<file path="config.mk">
export PLATFORM = sky130hd
export DESIGN_NAME = sctrb_reg_bank
export DESIGN_NICKNAME = d
export VERILOG_FILES = /design/src/common/sctrb_pkg.sv /design/src/rtl/sctrb_reg_bank.sv
export SDC_FILE = /design/constraint.sdc
export NUM_CORES = 1
export LEC_CHECK = 0
export ABC_AREA = 1
export BUFFER_PORTS_ARGS = -buffer_cell sky130_fd_sc_hd__buf_2
export CORE_MARGIN = 3
export CORE_UTILIZATION = 45
export CTS_CLUSTER_SIZE = 8
export DETAILED_ROUTE_END_ITERATION = 7
export GPL_TIMING_DRIVEN = 0
export PLACE_DENSITY = 0.69
export SYNTH_ARGS = -nofsm -noshare
export SYNTH_HDL_FRONTEND = slang
export SYNTH_SLANG_ARGS = --single-unit
</file>
<file path="constraint.sdc">
create_clock -name sys_clk -period 2.1 [get_ports sys_clk]
set_clock_uncertainty 0.15 [all_clocks]
set_input_delay 0.315 -clock sys_clk [delete_from_list [all_inputs] [get_ports sys_clk]]
set_output_delay 0.315 -clock sys_clk [all_outputs]
set_load 0.02 [all_outputs]
</file>
<file path="src/common/sctrb_pkg.sv">
package sctrb_pkg;

   // ----------------------------------------------------------------
   // register offsets
   // ----------------------------------------------------------------
   localparam logic [5:0] ADDR_VCO_COARSE_CAL  = 6'h25;
   localparam logic [5:0] ADDR_SYNTH_CAL_CTRL  = 6'h26;
   localparam logic [5:0] ADDR_RC_OSC_CFG_HI   = 6'h27;
   localparam logic [5:0] ADDR_RC_OSC_CFG_LO   = 6'h28;
   localparam logic [5:0] ADDR_SYNTH_TEST      = 6'h29;
   localparam logic [5:0] ADDR_PRODUCTION_TRIM = 6'h2A;
   localparam logic [5:0] ADDR_GAIN_CTRL_TEST  = 6'h2B;
   localparam logic [5:0] ADDR_ANALOG_TRIM_A   = 6'h2C;
   localparam logic [5:0] ADDR_ANALOG_TRIM_B   = 6'h2D;
   localparam logic [5:0] ADDR_ANALOG_TRIM_C   = 6'h2E;

   // ----------------------------------------------------------------
   // reset values and field masks
   // ----------------------------------------------------------------
   localparam logic [7:0] RST_VCO_COARSE_CAL  = 8'h20;
   localparam logic [7:0] RST_SYNTH_CAL_CTRL  = 8'h0D;
   localparam logic [7:0] RST_RC_OSC_CFG_HI   = 8'h41;
   localparam logic [7:0] RST_RC_OSC_CFG_LO   = 8'h00;
   localparam logic [7:0] RST_SYNTH_TEST      = 8'h59;
   localparam logic [7:0] RST_PRODUCTION_TRIM = 8'h7F;
   localparam logic [7:0] RST_GAIN_CTRL_TEST  = 8'h3F;
   localparam logic [7:0] RST_ANALOG_TRIM_A   = 8'h88;
   localparam logic [7:0] RST_ANALOG_TRIM_B   = 8'h31;
   localparam logic [7:0] RST_ANALOG_TRIM_C   = 8'h0B;
   localparam logic [7:0] MASK_6BIT           = 8'h3F;
   localparam logic [7:0] MASK_7BIT           = 8'h7F;
   localparam logic [7:0] MASK_8BIT           = 8'hFF;
   localparam logic [7:0] READ_ZERO           = 8'h00;

   // wake values seen by the analog side when the converter is kept on
   localparam logic [7:0] KEEP_ANALOG_TRIM_A  = 8'h81;
   localparam logic [7:0] KEEP_ANALOG_TRIM_B  = 8'h35;

   localparam int         VCO_SEL_CAL_BIT     = 1;

   // ----------------------------------------------------------------
   // types
   // ----------------------------------------------------------------
   typedef enum logic [1:0]
   {
      ST_AWAKE = 2'b01,
      ST_SLEEP = 2'b10
   } sctrb_state_t;

   typedef struct packed
   {
      logic [7:0] vco_coarse_cal;
      logic [7:0] synth_cal_ctrl;
      logic [7:0] rc_osc_cfg_hi;
      logic [7:0] rc_osc_cfg_lo;
      logic [7:0] synth_test;
      logic [7:0] production_trim;
      logic [7:0] gain_ctrl_test;
      logic [7:0] analog_trim_a;
      logic [7:0] analog_trim_b;
      logic [7:0] analog_trim_c;
      logic       vco_select_cal_enable;
   } sctrb_cfg_t;

endpackage

</file>
<file path="src/rtl/sctrb_reg_bank.sv">
`timescale 1ns/1ns
module sctrb_reg_bank
#(
   parameter int ADDR_W = 6
)
(
   input  wire logic                    sys_clk,
   input  wire logic                    rst,
   input  wire logic [ADDR_W-1:0]       reg_addr,
   input  wire logic                    reg_wr,
   input  wire logic [7:0]              reg_wdata,
   input  wire logic                    reg_rd,
   output logic      [7:0]              reg_rdata,
   input  wire logic                    sleep_mode,
   input  wire logic                    converter_keep_setting,
   output sctrb_pkg::sctrb_cfg_t        cfg_out
);
   import sctrb_pkg::*;

   // ----------------------------------------------------------------
   // elaboration check
   // ----------------------------------------------------------------
   if (ADDR_W != 6)
   begin : g_bad_addr
      $error("sctrb_reg_bank: ADDR_W must be 6");
   end

   // ----------------------------------------------------------------
   // state
   // ----------------------------------------------------------------
   sctrb_state_t state_q, state_d;
   logic [7:0]   vco_coarse_q, vco_coarse_d;
   logic [7:0]   cal_ctrl_q, cal_ctrl_d;
   logic [7:0]   rc_hi_q, rc_hi_d;
   logic [7:0]   rc_lo_q, rc_lo_d;
   logic [7:0]   synth_test_q, synth_test_d;
   logic [7:0]   prod_trim_q, prod_trim_d;
   logic [7:0]   gain_test_q, gain_test_d;
   logic [7:0]   trim_a_q, trim_a_d;
   logic [7:0]   trim_b_q, trim_b_d;
   logic [7:0]   trim_c_q, trim_c_d;
   logic         keep_a_q, keep_a_d;
   logic         keep_b_q, keep_b_d;
   logic [7:0]   rdata_q, rdata_d;
   logic         wake;
   logic         wr_ok;

   // sleep tracking: wake is the cycle sleep_mode drops
   always_comb
   begin
      state_d = state_q;
      wake    = 1'b0;
      case (state_q)
         ST_AWAKE:
         begin
            if (sleep_mode)
            begin
               state_d = ST_SLEEP;
            end
         end
         ST_SLEEP:
         begin
            if (!sleep_mode)
            begin
               state_d = ST_AWAKE;
               wake    = 1'b1;
            end
         end
         default:
         begin
            state_d = ST_AWAKE;
         end
      endcase
   end

   // writes are dropped while asleep
   assign wr_ok = reg_wr && (state_q == ST_AWAKE) && !sleep_mode;

   // next register values
   always_comb
   begin
      vco_coarse_d = vco_coarse_q;
      cal_ctrl_d   = cal_ctrl_q;
      rc_hi_d      = rc_hi_q;
      rc_lo_d      = rc_lo_q;
      synth_test_d = synth_test_q;
      prod_trim_d  = prod_trim_q;
      gain_test_d  = gain_test_q;
      trim_a_d     = trim_a_q;
      trim_b_d     = trim_b_q;
      trim_c_d     = trim_c_q;
      keep_a_d     = keep_a_q;
      keep_b_d     = keep_b_q;
      if (state_q == ST_SLEEP)
      begin
         // volatile bank held at its defaults while asleep
         synth_test_d = RST_SYNTH_TEST;
         prod_trim_d  = RST_PRODUCTION_TRIM;
         gain_test_d  = RST_GAIN_CTRL_TEST;
         trim_a_d     = RST_ANALOG_TRIM_A;
         trim_b_d     = RST_ANALOG_TRIM_B;
         trim_c_d     = RST_ANALOG_TRIM_C;
         keep_a_d     = 1'b0;
         keep_b_d     = 1'b0;
         if (wake)
         begin
            keep_a_d = converter_keep_setting;
            keep_b_d = converter_keep_setting;
         end
      end
      else if (wr_ok)
      begin
         if (reg_addr == ADDR_VCO_COARSE_CAL)
         begin
            vco_coarse_d = reg_wdata & MASK_6BIT;
         end
         else if (reg_addr == ADDR_SYNTH_CAL_CTRL)
         begin
            cal_ctrl_d = reg_wdata & MASK_7BIT;
         end
         else if (reg_addr == ADDR_RC_OSC_CFG_HI)
         begin
            rc_hi_d = reg_wdata & MASK_7BIT;
         end
         else if (reg_addr == ADDR_RC_OSC_CFG_LO)
         begin
            rc_lo_d = reg_wdata & MASK_7BIT;
         end
         else if (reg_addr == ADDR_SYNTH_TEST)
         begin
            synth_test_d = reg_wdata;
         end
         else if (reg_addr == ADDR_PRODUCTION_TRIM)
         begin
            prod_trim_d = reg_wdata;
         end
         else if (reg_addr == ADDR_GAIN_CTRL_TEST)
         begin
            gain_test_d = reg_wdata;
         end
         else if (reg_addr == ADDR_ANALOG_TRIM_A)
         begin
            trim_a_d = reg_wdata;
            keep_a_d = 1'b0;                         // host value replaces forced one
         end
         else if (reg_addr == ADDR_ANALOG_TRIM_B)
         begin
            trim_b_d = reg_wdata;
            keep_b_d = 1'b0;
         end
         else if (reg_addr == ADDR_ANALOG_TRIM_C)
         begin
            trim_c_d = reg_wdata & MASK_8BIT;
         end
      end
   end

   // read mux, unmapped addresses read zero
   always_comb
   begin
      rdata_d = rdata_q;
      if (reg_rd)
      begin
         if (reg_addr == ADDR_VCO_COARSE_CAL)
         begin
            rdata_d = vco_coarse_q;
         end
         else if (reg_addr == ADDR_SYNTH_CAL_CTRL)
         begin
            rdata_d = cal_ctrl_q;
         end
         else if (reg_addr == ADDR_RC_OSC_CFG_HI)
         begin
            rdata_d = rc_hi_q;
         end
         else if (reg_addr == ADDR_RC_OSC_CFG_LO)
         begin
            rdata_d = rc_lo_q;
         end
         else if (reg_addr == ADDR_SYNTH_TEST)
         begin
            rdata_d = synth_test_q;
         end
         else if (reg_addr == ADDR_PRODUCTION_TRIM)
         begin
            rdata_d = prod_trim_q;
         end
         else if (reg_addr == ADDR_GAIN_CTRL_TEST)
         begin
            rdata_d = gain_test_q;
         end
         else if (reg_addr == ADDR_ANALOG_TRIM_A)
         begin
            rdata_d = trim_a_q;
         end
         else if (reg_addr == ADDR_ANALOG_TRIM_B)
         begin
            rdata_d = trim_b_q;
         end
         else if (reg_addr == ADDR_ANALOG_TRIM_C)
         begin
            rdata_d = trim_c_q;
         end
         else
         begin
            rdata_d = READ_ZERO;
         end
      end
   end

   // registers
   always_ff @(posedge sys_clk)
   begin
      if (rst)
      begin
         state_q      <= ST_AWAKE;
         vco_coarse_q <= RST_VCO_COARSE_CAL;
         cal_ctrl_q   <= RST_SYNTH_CAL_CTRL;
         rc_hi_q      <= RST_RC_OSC_CFG_HI;
         rc_lo_q      <= RST_RC_OSC_CFG_LO;
         synth_test_q <= RST_SYNTH_TEST;
         prod_trim_q  <= RST_PRODUCTION_TRIM;
         gain_test_q  <= RST_GAIN_CTRL_TEST;
         trim_a_q     <= RST_ANALOG_TRIM_A;
         trim_b_q     <= RST_ANALOG_TRIM_B;
         trim_c_q     <= RST_ANALOG_TRIM_C;
         keep_a_q     <= 1'b0;
         keep_b_q     <= 1'b0;
         rdata_q      <= READ_ZERO;
      end
      else
      begin
         state_q      <= state_d;
         vco_coarse_q <= vco_coarse_d;
         cal_ctrl_q   <= cal_ctrl_d;
         rc_hi_q      <= rc_hi_d;
         rc_lo_q      <= rc_lo_d;
         synth_test_q <= synth_test_d;
         prod_trim_q  <= prod_trim_d;
         gain_test_q  <= gain_test_d;
         trim_a_q     <= trim_a_d;
         trim_b_q     <= trim_b_d;
         trim_c_q     <= trim_c_d;
         keep_a_q     <= keep_a_d;
         keep_b_q     <= keep_b_d;
         rdata_q      <= rdata_d;
      end
   end

   // ----------------------------------------------------------------
   // outputs to the analog side
   // ----------------------------------------------------------------
   assign reg_rdata                     = rdata_q;
   assign cfg_out.vco_coarse_cal        = vco_coarse_q;
   assign cfg_out.synth_cal_ctrl        = cal_ctrl_q;
   assign cfg_out.rc_osc_cfg_hi         = rc_hi_q;
   assign cfg_out.rc_osc_cfg_lo         = rc_lo_q;
   assign cfg_out.synth_test            = synth_test_q;
   assign cfg_out.production_trim       = prod_trim_q;
   assign cfg_out.gain_ctrl_test        = gain_test_q;
   assign cfg_out.analog_trim_a         = keep_a_q ? KEEP_ANALOG_TRIM_A : trim_a_q;
   assign cfg_out.analog_trim_b         = keep_b_q ? KEEP_ANALOG_TRIM_B : trim_b_q;
   assign cfg_out.analog_trim_c         = trim_c_q;
   assign cfg_out.vco_select_cal_enable = trim_c_q[VCO_SEL_CAL_BIT];

endmodule

</file>
==> flow_summary.ini, run 1 <==
[outcome]
outcome = finished clean

[clock_tree]
cts.root.buffer_cell = clkbuf_8
clk_latency_ps = 360
cts_tree = built
numCtsBuffers = 9
max-clock-path-buffers = 2
clk_pin_slew_worst_paths_ps = 100
clock_sinks = 87
htree_levels = 3
cts_hold_buf = 0

[timing]
hold_viol = 0
worstMarginPinSlew_ps = 763.0
max_slew_margin_pct = 49.13
max_freq_ghz = 0.5164
holdWs_ps = 42.53
min_period_ps = 1937
setup_viol = 0
rsz0062_at_grt = no
min_period_over_period_pct = 92.22
maxSlewViolCount = 0

[yosys]
syn_inst = 569
seq_area_frac_synth_pct = 42.58
async_flop_share_pct = 0
yosys.area.top_type_share_pct = 42.58
avgSynthCellArea_sq_um = 7.188
synth_edf_count = 0
synth_area_sq_mm = 0.004090
ys_ff_latch = 87
yosys-top-cells-area = dfxtp_1 43%, o21ai_0 8.7%, nand2_1 8.5%
synthFlopType = dfxtp_1
synth_area_leader_cell = dfxtp_1
synth.distinct_cells = 32
yosys_warnings = 0

[worst_setup_path]
critPathMaxStageDelay_ps = 390
crit_family = simple AND/OR/NAND/NOR gates
cp.required_ps = 2210
cp_slowest_cell = nor3_4
crit_chain = inv_1 > nand2_2 > nor3_4 > inv_1 > nor3_4 > inv_2 > o21ai_0 > a21oi_1
worst_setup_path_end_kind = register
worst-path-stages = 8
worstSetupStartpointType = register
setup.worst_path.class = register to register
critPathBufInv = 3
cp_max_fo = 7
reg2reg_depth = 8
critPathArrivalTime_ps = 2040

[min_path]
hold_path_class = primary input to register
worstHoldPathCells = 3

[grt]
antenna_found_initial = 0
grt_pass1_wl_microns = 20690
overflow = 0
grt_pass1_vias = 3909
grt.total_usage_pct = 26.36
grt_max_degree = 17

[place]
hpwl_microns = 10060
portBuffers = 101
gp_congestion = 0.9879

[die]
core_sq_mm = 0.008763
die-area_sq_mm = 0.01027
num_rows = 34
die_height_microns = 101.3
die_x_microns = 101.3
io_pins = 109
initial_core_util_pct = 46.67

[finish]
n_fill_cell = 878
syn_to_final_growth_pct = 21.26
drive_above_1_share_pct = 25.90
finalNetCount = 706
multi_input_area_sq_mm = 0.001926
num_antenna_cells = 0
register_area_sq_mm = 0.001742

[power_and_ir_drop]
ir_drop_mv = 0.3739
finalPower_mw = 3.182
p_per_area_mw_per_mm2 = 641.6
p_leak_nw = 2.470

[drt]
initialDrtViolationCount = 269
dr_total_vias = 4246
ant_nets = 0
avgViaCountPerCell = 5.314
routed_wl_microns = 13380
dr.pass1.iters = 5
drc = 0
wire_per_inst_microns = 16.74

[flow_run]
drv_cap = 0
-- final cells by class --
type,count,area share [%]
Timing Repair Buffer,102,10.34
Buffer,24,3.052
Sequential cell,87,35.12
Tap cell,108,2.725
Inverter,77,5.827
Multi-Input combinational cell,385,38.82
Clock buffer,9,2.497
Clock inverter,7,1.615
-- registers in the layout, summed over array words and instances, names as in the netlist --
register,cells
gain_test_q,8
prod_trim_q,8
reg_rdata,8
synth_test_q,8
trim_a_q,8
trim_b_q,8
trim_c_q,8
cal_ctrl_q,7
rc_hi_q,7
rc_lo_q,7
vco_coarse_q,6
state_q,2
keep_a_q,1
keep_b_q,1
-- cell families (layout without fill, tap and decap cells) --
logic type	count (synthesis)	count (layout)	share of synthesized area, %
and+or+nand+nor	222	222	25.54
AOI/OAI and AO/OA	158	158	21.02
buffers and inverters	101	219	10.77
DFF	87	87	42.58
other	1	5	0.09168
-- routing by layer --
metal | global-route usage [%] | share of wire (%) | vias up | wire length [microns]
met5 | 0 | 0 | - | 0
met4 | 9.202 | 1.9 | 0 | 248
met3 | 3.581 | 6.6 | 27 | 885
met2 | 42.96 | 48 | 186 | 6376
met1 | 35.89 | 44 | 1960 | 5868
li1 | - | - | 2073 | -
-- stage by stage --
step                      util [%]  setup WS [ps]  area (sq um)  cells  setup TNS [ps]
after global placement       54.15         -32.58          4746    782          -32.58
after detailed placement     54.15         -95.00          4746    782          -241.0
after floorplan                  -          417.4          4105    573               0
after CTS                    56.57          177.7          4957    799               0
final                        56.60          163.4          4960    799               0
after global routing         56.60          77.93          4960    799               0
-- worst reg2reg max path, delay by kind of cell, from the launching register on --
family | cells | cell delay, ps
flops | 1 | 310
simple gates | 3 | 720
compound gates | 2 | 220
buf+inv | 3 | 430
-- cells in the mapped netlist (2+ instances only) --
library cell	number
nor2_1	64
nand3_2	2
inv_2	9
nor2_2	5
nor3_4	3
nand3_1	30
a21oi_1	60
or2_0	3
a21oi_2	5
buf_4	11
inv_1	68
buf_6	2
nand2_2	2
or2_2	6
o21ai_0	71
nor2_4	9
dfxtp_1	87
o22ai_1	2
buf_2	4
nand2_1	93
clkbuf_1	6
nor3_1	2
o211ai_1	16
-- cell usage in the layout, fill, tap and decap left out, drive strengths merged --
cell and n:
o211ai 16, or2 9, a21oi 65, o21ai 73, nor3b 1, clkbuf 15, nor3 5, o22ai 2
bufinv 1, nand2 96, dfxtp 87, clkinv 2, nand3 32, o31ai 1, nor2 78, nand4 1
inv 80, conb 5, clkinvlp 1, a31oi 1, buf 120
-- report_power, final --
group          switching (mW)  total, mW  internal, mW
logic                   0.204      0.278        0.0740
clock network           0.668       1.24         0.567
registers             0.00818       1.67          1.66
total                   0.880       3.18          2.30
-- final timing paths --
path         slack, ps          from             to
max reg2reg        160    state_q[1]    trim_b_q[7]
min reg2reg        340  reg_rdata[4]   reg_rdata[4]
min                 40  reg_wdata[0]  cal_ctrl_q[0]
max                160    state_q[1]    trim_b_q[7]
-- timing repair --
action | 4_1_cts | 5_1_grt
setup endpoints to repair | 1 | 1
gates resized for setup | 0 | 1
pin swaps | 1 | 0
setup buffers | 1 | 0
No activity file was read; power rests on OpenSTA's default activity.
==> run 2: changes to the inputs <==
Settings changed: CORE_MARGIN 3 to 4.
==> run 2 against run 1 <==
Compared with the run above:
- core utilization is 0.11 points lower
- power is 1.0% lower
- sequential share of layout area is 0.071 points higher
- non-clock buffer count stayed put
- final area is 0.20% lower
- sequential power hardly changed
- maximum frequency is 2.9% higher
- worst setup slack better by 55 ps
- clock-buffer cell count is 1 higher
- hold slack better by 10 ps
- die area is 4.0% higher
- critical endpoint unchanged
- highest routed layer unchanged
==> flow_summary.ini, run 2 (same netlist as run 1, synthesis figures left out) <==
[timing]
min_period_ps = 1881
hold_viol = 0
rsz0062_at_grt = no
setup_viol = 0
setup_ws_ps = 218.7
max_freq_ghz = 0.5316
max_slew_margin_pct = 49.11
maxSlewViolCount = 0
worstMarginPinSlew_ps = 763.3
min_period_over_period_pct = 89.58

[die]
die_height_microns = 103.3
die-area_sq_mm = 0.01068
initial_core_util_pct = 46.67
die_x_microns = 103.3
core_sq_mm = 0.008763
num_rows = 34
io_pins = 109

[worst_setup_path]
setup.worst_path.class = register to register
worstSetupStartpointType = register
critPathArrivalTime_ps = 1990
worst_setup_path_end_kind = register
reg2reg_depth = 8
cp.required_ps = 2210
cp_max_fo = 7

[min_path]
worstHoldPathCells = 2
hold_path_class = primary input to register

[drt]
dr.pass1.iters = 5
routed_wl_microns = 13440
dr_total_vias = 4252
initialDrtViolationCount = 333
wire_per_inst_microns = 16.81
ant_nets = 0
drc = 0
avgViaCountPerCell = 5.322

[power_and_ir_drop]
p_leak_nw = 2.465
ir_drop_mv = 0.2566
p_per_area_mw_per_mm2 = 636.5
finalPower_mw = 3.150

[clock_tree]
clk_pin_slew_worst_paths_ps = 90
clk_latency_ps = 370
cts_tree = built
htree_levels = 3
cts.root.buffer_cell = clkbuf_8
numCtsBuffers = 9
cts-resized-gates = 0
clock_sinks = 87
max-clock-path-buffers = 2

[finish]
finalNetCount = 706
syn_to_final_growth_pct = 21.02
num_antenna_cells = 0
post-route-util_pct = 56.48
n_fill_cell = 874
final_common_cell = buf_2
layout_common_cells = 105 x buf_2, 93 x nand2_1, 87 x dfxtp_1
drive_above_1_share_pct = 25.62

[flow_run]
drv_cap = 0

[grt]
grt_pass1_vias = 3831
antenna_found_initial = 0
grt_pass1_wl_microns = 20090
grt_max_degree = 16
grt.total_usage_pct = 25.16
overflow = 0

[place]
hpwl_microns = 9966
gp_congestion = 0.9324
dpl_worst_slack_ps = -71.29
portBuffers = 101

[outcome]
outcome = finished clean
run 2: changes by cell type in the layout (fill, tap and decap cells not counted), sizes merged:
cell and change:
clkbuf +1, inv -1
run 2: path summary, 6_finish.rpt:
check	start	endpoint	slack (ps)
worst min register to register	reg_rdata[6]	reg_rdata[6]	330
worst max register to register	state_q[1]	trim_b_q[7]	220
worst min-delay path	sleep_mode	state_q[0]	50
worst max-delay path	state_q[1]	trim_b_q[7]	220
run 2: critical path, stage by stage (launching register included):
cell     delay, ps
dfxtp_1        310
inv_1           70
nand2_2         70
nor3_4         250
inv_1          230
nor3_4         370
inv_2          110
o21ai_0        170
a21oi_1         50
run 2: layer usage:
metal  routed length (microns)  global-route usage (%)  vias up
met4                       410                   10.36        0
met5                         0                       0        -
met1                      5754                   33.24     1932
met2                      6189                   40.16      207
met3                      1081                   5.231       36
li1                          -                       -     2077
run 2: timing repair:
action,in CTS,in global routing
hold buffers,0,0
setup buffers,1,0
endpoints found under the setup margin,1,0
run 2: cell type report:
type                       instances  area, sq um  area share [%]
timing repair buffer             102        513.0           10.36
inverter                          77        289.0           5.839
sequential                        87         1742           35.19
clock inverter                     6        68.82           1.390
clock buffer                      10        127.6           2.578
multi-input combinational        385         1923           38.85
tap                              108        135.1           2.730
buffer                            24        151.4           3.059
run 2: where the power goes:
part	internal (mW)	total [mW]	switching (mW)
combinational	0.0739	0.277	0.203
sequential	1.66	1.67	0.00791
clock	0.559	1.20	0.645
run 2: metrics by stage:
stage / hold WS [ps] / setup TNS [ps] / area [sq um] / cells
after global routing: 45.93 / 0 / 4950 / 799
after global placement: 314.3 / -30.16 / 4746 / 782
after detailed placement: 317.1 / -129.4 / 4746 / 782
after floorplan: 270.9 / 0 / 4105 / 573
after CTS: 50.10 / 0 / 4950 / 799
final: 52.72 / 0 / 4950 / 799
==> run 3: changes to the inputs <==
Settings changed: ABC_CLOCK_PERIOD_IN_PS set to 2100, BUFFER_PORTS_ARGS -buffer_cell sky130_fd_sc_hd__buf_2 to not set, CORE_UTILIZATION 45 to 35, DONT_BUFFER_PORTS set to 1, PLACE_DENSITY 0.69 to 0.48.
==> run 3 against run 2 <==
Compared with the run above:
- global-route usage decreased by 3.1 points
- critical path depth grew 1
- sequential power is essentially flat
- largest power group is now clock
==> flow_summary.ini, run 3 (same netlist as run 1, synthesis figures left out) <==
[die]
die_x_microns = 116.1
num_rows = 39
initial_core_util_pct = 35.82
die_height_microns = 116.1
die-area_sq_mm = 0.01348
core_sq_mm = 0.01142
io_pins = 109

[worst_setup_path]
crit_top_cell = nor2_1
critPathArrivalTime_ps = 2000
cp.required_ps = 2190
critPathMaxStageDelay_ps = 300
crit_chain = inv_1 > nand2_2 > nor3_4 > buf_4 > nand2_4 > nor2_1 > inv_1 > nor2_1 > nor2_1
r2r_start = state_q[1]
cp_max_fo = 6
rrSetupSlack_ps = 190
reg2reg_depth = 9
worst_setup_path_end_kind = register
r2r-end = gain_test_q[7]
cp_slowest_cell = dfxtp_1
setup.worst_path.class = register to register
worstSetupStartpointType = register

[finish]
drive_above_1_share_pct = 12.73
post-route-util_pct = 41.03
n_fill_cell = 1193
syn_to_final_growth_pct = 14.53
finalNetCount = 612
num_antenna_cells = 0
final_common_cell = nand2_1
stdcell_count = 740
multi_input_area_sq_mm = 0.001923
layout_common_cells = 93 x nand2_1, 87 x dfxtp_1, 71 x o21ai_0
register_area_sq_mm = 0.001742

[timing]
min_period_ps = 1910
max_freq_ghz = 0.5237
worstMarginPinSlew_ps = 772.3
max_slew_margin_pct = 48.52
setup_ws_ps = 190.4
hold_viol = 0
final.setup.tns_ps = 0
maxSlewViolCount = 0
min_period_over_period_pct = 90.93
rsz0062_at_grt = no
setup_viol = 0

[power_and_ir_drop]
p_leak_nw = 2.122
p_per_area_mw_per_mm2 = 785.2
finalPower_mw = 3.678
ir_drop_mv = 0.3999

[drt]
initialDrtViolationCount = 233
dr_total_vias = 3833
dr.pass1.iters = 4
routed_wl_microns = 14420
ant_nets = 0
drc = 0
wire_per_inst_microns = 19.49
avgViaCountPerCell = 5.180

[place]
dp_cells = 716
hpwl_microns = 10810
portBuffers = 0
dpl_worst_slack_ps = 14.13
gp_congestion = 0.8695

[clock_tree]
cts-resized-gates = 0
cts_tree = built
numCtsBuffers = 9
max-clock-path-buffers = 2
clk_pin_slew_worst_paths_ps = 70
clk_latency_ps = 350
cts.root.buffer_cell = clkbuf_16
clock_sinks = 87
htree_levels = 3

[grt]
grt.total_usage_pct = 22.07
overflow = 0
antenna_found_initial = 0
grt_pass1_vias = 3653
grt_max_degree = 16
grt_pass1_wl_microns = 21800

[min_path]
whs_endpoint = trim_b_q[7]
worstHoldPathCells = 2
min-delay-start = reg_wdata[7]
hold_path_class = primary input to register

[flow_run]
drv_cap = 0

[outcome]
outcome = finished clean
run 3: power breakdown:
group / leakage [nW] / internal [mW] / switching (mW)
clock network: 0.153 / 1.05 / 0.701
logic: 1.27 / 0.0656 / 0.178
registers: 0.703 / 1.66 / 0.0204
total: 2.12 / 2.78 / 0.900
run 3: critical path, delay by kind of cell, from the launching register on:
kind | cells | cell delay, ps
AND/OR/NAND/NOR | 6 | 900
flip-flops | 1 | 300
buffers and inverters | 3 | 450
run 3: layout make-up:
class,instances,share of cell area (%)
multi-input cells,385,41.05
flip-flops and latches,87,37.18
inverters,77,6.170
clock buffers,10,4.888
well taps,143,3.819
plain buffers,24,3.232
clock inverters,6,2.003
repair buffers,8,1.656
run 3: worst max-delay path by stage:
| stage | startpoint | end | slack [ps] | depth (start not counted) |
|---|---|---|---|---|
| floorplan | state_q[1] | trim_b_q[7] | 420 | 8 |
| global placement | state_q[1] | trim_b_q[7] | 10 | 8 |
| detailed placement | state_q[1] | trim_b_q[7] | 10 | 8 |
| CTS | state_q[1] | gain_test_q[7] | 190 | 9 |
| global route | state_q[1] | gain_test_q[4] | 50 | 8 |
| finish | state_q[1] | gain_test_q[7] | 190 | 9 |
run 3: stage by stage:
step                      cell area [sq um]  hold slack (ps)
after global routing                   4684            39.20
after detailed placement               4284            283.2
after global placement                 4284            275.4
after floorplan                        4105            270.9
final                                  4684            10.61
after CTS                              4684            1.838
run 3: routing by layer:
layer | vias to the layer above | share of wire, % | track usage [%]
li1 | 1893 | - | -
met1 | 1796 | 45 | 29.93
met2 | 129 | 44 | 33.41
met3 | 15 | 9.3 | 7.513
met4 | 0 | 1.5 | 6.574
met5 | - | 0 | 0
run 3: repair_timing:
item	in CTS	in global routing
buffers inserted	1	0
endpoints found under the setup margin	1	0
endpoints found under the hold margin	16	0
hold buffers	7	0
